**src/inc/tpio_pkg.sv**
```systemverilog
`default_nettype none
package tpio_pkg;

	// ------------------------------------------------------------
	// widths
	// ------------------------------------------------------------
	localparam int PORT_W = 8;

	// ------------------------------------------------------------
	// register byte offsets
	// ------------------------------------------------------------
	localparam logic [7:0] OFS_A_LATCH = 8'h00;  // port_a_output_latch
	localparam logic [7:0] OFS_A_TYPE  = 8'h04;  // port_a_driver_type_ctrl
	localparam logic [7:0] OFS_A_PIN   = 8'h08;  // port_a_pin_level_read
	localparam logic [7:0] OFS_B_LATCH = 8'h0C;  // port_b_output_latch
	localparam logic [7:0] OFS_B_DIR   = 8'h10;  // port_b_direction_ctrl
	localparam logic [7:0] OFS_BITOP   = 8'h14;  // bit manipulation strobe

	// ------------------------------------------------------------
	// values after reset
	// ------------------------------------------------------------
	localparam logic [7:0] RST_A_LATCH = 8'hFF;
	localparam logic [7:0] RST_A_TYPE  = 8'h00;
	localparam logic [7:0] RST_B_LATCH = 8'h00;
	localparam logic [7:0] RST_B_DIR   = 8'h00;
	localparam logic [7:0] RST_PIN     = 8'h00;

	// ------------------------------------------------------------
	// bit manipulation word fields
	// ------------------------------------------------------------
	localparam int BITOP_IDX_LSB = 0;
	localparam int BITOP_OP_LSB  = 3;
	localparam int BITOP_PORT    = 8;

	typedef enum logic [1:0] {
		BITOP_SET = 2'h0,
		BITOP_CLR = 2'h1,
		BITOP_TGL = 2'h2,
		BITOP_NOP = 2'h3
	} tpio_bitop_e;

	// bus cycle phases, one-hot
	typedef enum logic [3:0] {
		ST_IDLE = 4'h1,
		ST_S1   = 4'h2,
		ST_S2   = 4'h4,
		ST_ACK  = 4'h8
	} tpio_bus_e;

endpackage
`default_nettype wire

```
**src/inc/tpio_stage_if.sv**
```systemverilog
`timescale 1ns/1ns
`default_nettype none
interface tpio_stage_if #(
	parameter int W = 8
);
	logic [W-1:0] value;
	logic [W-1:0] drive_sel;
	logic [W-1:0] level;

	modport core  (output value, output drive_sel, input level);
	modport stage (input value, input drive_sel, output level);
endinterface
`default_nettype wire
```
**src/core/tpio_pin_stage.sv**
```systemverilog
`timescale 1ns/1ns
`default_nettype none
module tpio_pin_stage
	import tpio_pkg::*;
#(
	parameter int W          = 8,
	parameter bit OPEN_DRAIN = 1'b0
) (
	input  wire logic         clk_sys,
	input  wire logic         rst_n,
	tpio_stage_if.stage       st_if,
	input  wire logic [W-1:0] pin_i,
	output logic      [W-1:0] pin_o,
	output logic      [W-1:0] pin_oe
);

	typedef struct packed {
		logic [W-1:0] meta;
		logic [W-1:0] level;
		logic [W-1:0] out;
		logic [W-1:0] oe;
	} tpio_stage_s;

	tpio_stage_s q_reg;
	tpio_stage_s q_next;

	// ------------------------------------------------------------
	// synchroniser and driver selection
	// ------------------------------------------------------------
	always_comb begin
		q_next = q_reg;
		q_next.meta = pin_i;
		q_next.level = q_reg.meta;
		// per bit: push-pull, sink-only, or released
		for (int i = 0; i < W; i++) begin
			if (st_if.drive_sel[i]) begin
				q_next.oe[i] = 1'b1;
				q_next.out[i] = st_if.value[i];
			end else if (OPEN_DRAIN) begin
				q_next.oe[i] = ~st_if.value[i];
				q_next.out[i] = 1'b0;
			end else begin
				q_next.oe[i] = 1'b0;
				q_next.out[i] = st_if.value[i];
			end
		end
	end

	always_ff @(posedge clk_sys or negedge rst_n) begin
		if (!rst_n) begin
			q_reg <= '{meta: RST_PIN, level: RST_PIN, out: RST_PIN, oe: RST_PIN};
		end else begin
			q_reg <= q_next;
		end
	end

	assign st_if.level = q_reg.level;
	assign pin_o = q_reg.out;
	assign pin_oe = q_reg.oe;
endmodule
`default_nettype wire

```
**src/core/tpio_top.sv**
```systemverilog
`timescale 1ns/1ns
`default_nettype none
// Contract
// - output pins keep values in latches; pin reads return live levels
// - a port read samples the pin levels in the first bus state
// - a port write changes the output latch in the second bus state
// - reset sets port A latch to ones and driver type to zeros
// - port A type bit zero gives open drain, one gives push-pull
// - port A has separate latch read and pin level read paths
// - port B direction bit zero is input, one enables output driver
// - reset clears port B direction bits and output latch to zero
// - port B data read gives latch for outputs, pin level for inputs
// - bit manipulation on port B writes pin levels back into input bit latches; on port A it works on the latch
module tpio_top
	import tpio_pkg::*;
(
	input  wire logic        clk_sys,
	input  wire logic        rst_n,
	input  wire logic        wb_cyc_i,
	input  wire logic        wb_stb_i,
	input  wire logic        wb_we_i,
	input  wire logic [7:0]  wb_adr_i,
	input  wire logic [3:0]  wb_sel_i,
	input  wire logic [31:0] wb_dat_i,
	output logic      [31:0] wb_dat_o,
	output logic             wb_ack_o,
	input  wire logic [7:0]  pa_pin_i,
	output logic      [7:0]  pa_pin_o,
	output logic      [7:0]  pa_pin_oe,
	input  wire logic [7:0]  pa_periph_out_i,
	output logic      [7:0]  pa_level_o,
	input  wire logic [7:0]  pb_pin_i,
	output logic      [7:0]  pb_pin_o,
	output logic      [7:0]  pb_pin_oe,
	input  wire logic [7:0]  pb_periph_out_i,
	output logic      [7:0]  pb_level_o
);

	// ------------------------------------------------------------
	// state
	// ------------------------------------------------------------
	typedef struct packed {
		tpio_bus_e   st;
		logic [7:0]  a_latch;
		logic [7:0]  a_type;
		logic [7:0]  b_latch;
		logic [7:0]  b_dir;
		logic [7:0]  snap_b;
		logic [31:0] rdata;
	} tpio_state_s;

	tpio_state_s q_reg;
	tpio_state_s q_next;

	logic [7:0] adr;

	tpio_stage_if #(.W(PORT_W)) ifa ();
	tpio_stage_if #(.W(PORT_W)) ifb ();

	// word-aligned register address
	assign adr = {wb_adr_i[7:2], 2'b00};

	// ------------------------------------------------------------
	// helpers
	// ------------------------------------------------------------
	// port B data view: latch where driven, pin level where input
	function automatic logic [7:0] port_b_view(
		input logic [7:0] latch,
		input logic [7:0] dir,
		input logic [7:0] pins
	);
		port_b_view = (latch & dir) | (pins & ~dir);
	endfunction

	// apply one bit operation to a byte
	function automatic logic [7:0] apply_bitop(
		input logic [7:0]  base,
		input logic [2:0]  idx,
		input tpio_bitop_e op
	);
		logic [7:0] mask;
		mask = 8'h01 << idx;
		unique case (op)
			BITOP_SET: apply_bitop = base | mask;
			BITOP_CLR: apply_bitop = base & ~mask;
			BITOP_TGL: apply_bitop = base ^ mask;
			BITOP_NOP: apply_bitop = base;
		endcase
	endfunction

	// ------------------------------------------------------------
	// bus cycle and register file
	// ------------------------------------------------------------
	always_comb begin
		logic        wr;
		logic [7:0]  base;
		logic [7:0]  rd;
		wr = wb_we_i && wb_sel_i[0];
		base = 8'h00;
		rd = 8'h00;
		q_next = q_reg;
		unique case (q_reg.st)
			ST_IDLE: begin
				if (wb_cyc_i && wb_stb_i) begin
					q_next.st = ST_S1;
				end
			end
			ST_S1: begin
				// pins are sampled here, first state of the cycle
				unique case (adr)
					OFS_A_LATCH: rd = q_reg.a_latch;
					OFS_A_TYPE:  rd = q_reg.a_type;
					OFS_A_PIN:   rd = ifa.level;
					OFS_B_LATCH: rd = port_b_view(q_reg.b_latch, q_reg.b_dir, ifb.level);
					OFS_B_DIR:   rd = q_reg.b_dir;
					default:     rd = 8'h00;  // unmapped and write-only read zero
				endcase
				q_next.rdata = {24'h000000, rd};
				q_next.snap_b = ifb.level;
				q_next.st = ST_S2;
			end
			ST_S2: begin
				// written values take effect here, second state
				if (wr) begin
					unique case (adr)
						OFS_A_LATCH: q_next.a_latch = wb_dat_i[7:0];
						OFS_A_TYPE:  q_next.a_type = wb_dat_i[7:0];
						OFS_B_LATCH: q_next.b_latch = wb_dat_i[7:0];
						OFS_B_DIR:   q_next.b_dir = wb_dat_i[7:0];
						OFS_BITOP: begin
							if (wb_dat_i[BITOP_PORT]) begin
								base = port_b_view(q_reg.b_latch, q_reg.b_dir, q_reg.snap_b);
								q_next.b_latch = apply_bitop(base,
									wb_dat_i[BITOP_IDX_LSB +: 3],
									tpio_bitop_e'(wb_dat_i[BITOP_OP_LSB +: 2]));
							end else begin
								base = q_reg.a_latch;
								q_next.a_latch = apply_bitop(base,
									wb_dat_i[BITOP_IDX_LSB +: 3],
									tpio_bitop_e'(wb_dat_i[BITOP_OP_LSB +: 2]));
							end
						end
						default: begin
						end
					endcase
				end
				q_next.st = ST_ACK;
			end
			ST_ACK: begin
				q_next.st = ST_IDLE;
			end
		endcase
	end

	// register the whole state
	always_ff @(posedge clk_sys or negedge rst_n) begin
		if (!rst_n) begin
			q_reg.st <= ST_IDLE;
			q_reg.a_latch <= RST_A_LATCH;
			q_reg.a_type <= RST_A_TYPE;
			q_reg.b_latch <= RST_B_LATCH;
			q_reg.b_dir <= RST_B_DIR;
			q_reg.snap_b <= RST_PIN;
			q_reg.rdata <= 32'h00000000;
		end else begin
			q_reg <= q_next;
		end
	end

	// ------------------------------------------------------------
	// outputs
	// ------------------------------------------------------------
	assign wb_ack_o = (q_reg.st == ST_ACK);
	assign wb_dat_o = q_reg.rdata;
	assign pa_level_o = ifa.level;
	assign pb_level_o = ifb.level;

	// peripheral output only pulls a pin low while the latch is one
	assign ifa.value = q_reg.a_latch & pa_periph_out_i;
	assign ifa.drive_sel = q_reg.a_type;
	assign ifb.value = q_reg.b_latch & pb_periph_out_i;
	assign ifb.drive_sel = q_reg.b_dir;

	// ------------------------------------------------------------
	// pin stages
	// ------------------------------------------------------------
	// port A: selectable open drain
	tpio_pin_stage #(
		.W          (PORT_W),
		.OPEN_DRAIN (1'b1)
	) u_stage_a (
		.clk_sys (clk_sys),
		.rst_n   (rst_n),
		.st_if   (ifa),
		.pin_i   (pa_pin_i),
		.pin_o   (pa_pin_o),
		.pin_oe  (pa_pin_oe)
	);

	// port B: plain direction control
	tpio_pin_stage #(
		.W          (PORT_W),
		.OPEN_DRAIN (1'b0)
	) u_stage_b (
		.clk_sys (clk_sys),
		.rst_n   (rst_n),
		.st_if   (ifb),
		.pin_i   (pb_pin_i),
		.pin_o   (pb_pin_o),
		.pin_oe  (pb_pin_oe)
	);

	logic       s2_wr;
	logic       bitop_b;
	logic [7:0] bit_mask;

	// helper terms for the checks
	assign s2_wr = (q_reg.st == ST_S2) && wb_we_i && wb_sel_i[0];
	assign bitop_b = s2_wr && (adr == OFS_BITOP) && wb_dat_i[BITOP_PORT];
	assign bit_mask = 8'h01 << wb_dat_i[2:0];
endmodule
`default_nettype wire

```
**config.mk**
```make
export PLATFORM = sky130hd
export DESIGN_NAME = tpio_top
export DESIGN_NICKNAME = d
export VERILOG_FILES = /design/src/inc/tpio_pkg.sv /design/src/inc/tpio_stage_if.sv /design/src/core/tpio_pin_stage.sv /design/src/core/tpio_top.sv
export SDC_FILE = /design/constraint.sdc
export NUM_CORES = 1
export LEC_CHECK = 0
export BUFFER_PORTS_ARGS = -buffer_cell sky130_fd_sc_hd__buf_2
export CAP_MARGIN = 20
export CORE_MARGIN = 10
export CORE_UTILIZATION = 54
export CTS_BUF_LIST = sky130_fd_sc_hd__clkbuf_8
export DETAILED_ROUTE_END_ITERATION = 8
export HOLD_SLACK_MARGIN = 0.12
export PLACE_DENSITY = 0.8
export SYNTH_ARGS = -nofsm -noshare
export SYNTH_HDL_FRONTEND = slang
export SYNTH_SLANG_ARGS = --single-unit
```
**constraint.sdc**
```tcl
create_clock -name clk_sys -period 2.14 [get_ports clk_sys]
set_input_delay 0.321 -clock clk_sys [delete_from_list [all_inputs] [get_ports clk_sys]]
set_output_delay 0.321 -clock clk_sys [all_outputs]
set_load 0.01 [all_outputs]
```
==> reports/qor.csv <==
metric,value,unit
outcome,completed,
postLayoutCoreUtil,69.3,%
critPathSlowestCell,dfrtp_1,
drc,0,
largest_reg_flops,28,
post_cts_buffers,0,
first_iter_violations,422,
path_cells,mux2i_4 > inv_1 > ha_1 > inv_1 > a221oi_1 > a31oi_1 > o21ai_0 > a31oi_1,
antenna_found_initial,0,
cts_buffer_depth,2,
powerDensity,895,mW/mm^2
worstPathArrival,2250,ps
layout-drive-gt1-share,30.7,%
cp_max_fo,5,
core,0.00982,sq mm
dr.pass1.iters,5,
grt_max_degree,50,
hpwl,9.57,mm
syn_area_per_cell,11.4,sq um
antenna_cells,0,
track_usage,19.5,%
totalNegativeSetupSlack,0,ps
setup.worst_path.class,reg -> reg,
p_leak,3.25,nW
area_growth,24.5,%
slew_violations,0,
pre_cts_ws,18.4,ps
cp.required,2440,ps
grt_pass1_wl,22.2,mm
nNetsFinal,734,
cts_sinks,116,
finalSetupViolCount,0,
rows,36,
final_common_cell,buf_2,
ir_drop,631,uV
portBuffers,109,
min_period_over_period,91.1,%
synthesis.area,0.00547,sq mm
fin_crit,1950,ps
final_cell_mix,"108 x buf_2, 107 x dfrtp_1",
die_x,121,microns
grt_pass1_vias,4382,
num_vias,4109,
place.gp.congestion,0.877,
timing.hold.worst_path_depth,2,
cts_tree,built,
wl_per_cell,17.9,microns
worst_hold_path_type,in -> reg,
power,0.00609,W
n_fill_cell,754,
clock-root-buffer,clkbuf_8,
die-area,0.0146,sq mm
hold_viol_final,0,
clock.fmax,513,MHz
h-tree-depth,4,
synth_cell_type_count,42,
clk_latency,450,ps
yosysTopAreaCell,dfrtp_1,
holdWs,173,ps
ios,162,
endpoint_kind,register,
critPathLaunchType,register,
totalWireLength,13.8,mm
yosysWarnings,0,
skew,11.6,ps
slowest_delay,470,ps
die_h,121,microns
initial_core_util,55.7,%
synth-edff-count,0,
ys_seq_area_share,53.3,%
cap_violations,0,
maxSlewHeadroom,57.4,%
rsz0062_at_grt,false,
r2r_cells,8,
final_antenna_net_count,0,
async_flop_share,100,%
fin_ws,191,ps
grt_overflow_total,0,
cts_made_buffers,17,
synth_top_area_share,49.0,%
via_per_inst,5.33,
netlist_instances,478,
clk_pin_slew,70,ps
worst_slew_pin_slew,639,ps
yosys_register_bits,116,
ys.flop_type,dfrtp_1,
ys_top_cells_by_area,"dfrtp_1 49%, ha_1 6.4%, buf_4 4.8%, dfstp_2 4.3%, a31oi_1 4.0%",
## repair_timing
action | CTS | global route
resized for setup | 0 | 2
hold buffers | 34 | 1
endpoints found under the hold margin | 66 | 2
setup endpoints to repair | 0 | 1
## area by class of cell
| cell class | count | area (sq um) | share of cell area (%) |
|---|---|---|---|
| clock inverters | 12 | 113 | 1.65 |
| clock buffers | 20 | 275 | 4.04 |
| flip-flops and latches | 116 | 2910 | 42.8 |
| well taps | 133 | 166 | 2.44 |
| multi-input cells | 300 | 2190 | 32.2 |
| repair buffers | 157 | 1020 | 15.0 |
| inverters | 33 | 124 | 1.82 |
## cell usage after synthesis (3+ instances only)
| library cell | count |
|---|---|
| dfrtp_1 | 107 |
| buf_4 | 35 |
| nor2b_1 | 3 |
| mux2i_1 | 14 |
| a221oi_1 | 16 |
| and3_1 | 9 |
| nor2_1 | 35 |
| a2bb2oi_1 | 3 |
| o21ai_0 | 13 |
| mux2_2 | 19 |
| nand3b_1 | 11 |
| and2_1 | 8 |
| clkbuf_1 | 11 |
| a211o_1 | 7 |
| nand2b_1 | 5 |
| nand2_1 | 24 |
| o221ai_1 | 5 |
| nor2_4 | 3 |
| ha_1 | 28 |
| inv_1 | 33 |
| nand3_4 | 3 |
| a31oi_1 | 35 |
| a21oi_1 | 17 |
| dfstp_2 | 9 |
## power by group
group	internal, W	switching (W)
Combinational	0.000621	0.000787
Clock	0.00110	0.000860
Sequential	0.00251	0.000212
Total	0.00423	0.00186
## per-layer routing
metal | global-route usage [%] | vias to the layer above | part of all wire (%)
li1 | - | 1934 | -
met1 | 21.8 | 1977 | 39
met2 | 32.0 | 165 | 50
met3 | 7.82 | 33 | 8.2
met4 | 9.28 | 0 | 2.9
met5 | 0 | - | 0
## final timing paths
| check | endpoint | slack, ps | start |
|---|---|---|---|
| max in group asynchronous | q_reg[68] | 1130 | rst_n |
| worst min-delay path | ifa.drive_sel[7] | 170 | wb_dat_i[7] |
| worst max register to register | q_reg[51] | 190 | ifb.drive_sel[3] |
| worst min register to register | u_stage_b.st_if.level[4] | 350 | u_stage_b.q_next[20] |
| worst max-delay path | q_reg[51] | 190 | ifb.drive_sel[3] |
| min in group asynchronous | ifb.drive_sel[2] | 360 | rst_n |
## metrics by stage
step                std cells  area, sq um
finish                    771         6810
global route              771         6810
CTS                       770         6780
detailed placement        704         6060
global placement          704         6060
floorplan                 501         5560
## worst max-delay path, delay by kind of cell (launching register included)
| kind | cells | cell delay, ps |
|---|---|---|
| AOI/OAI and AO/OA | 4 | 650 |
| adders and majority gates | 1 | 280 |
| buffers and inverters | 2 | 110 |
| DFF | 1 | 470 |
| muxes | 1 | 310 |
## logic make-up after synthesis
group / synth area share [%]
compound gates: 12.4
other cells: 0.0686
mux: 6.47
simple gates: 12.7
fa+ha+maj: 6.41
buf+inv: 8.58
flops: 53.3
No activity file was read; power rests on OpenSTA's default activity.
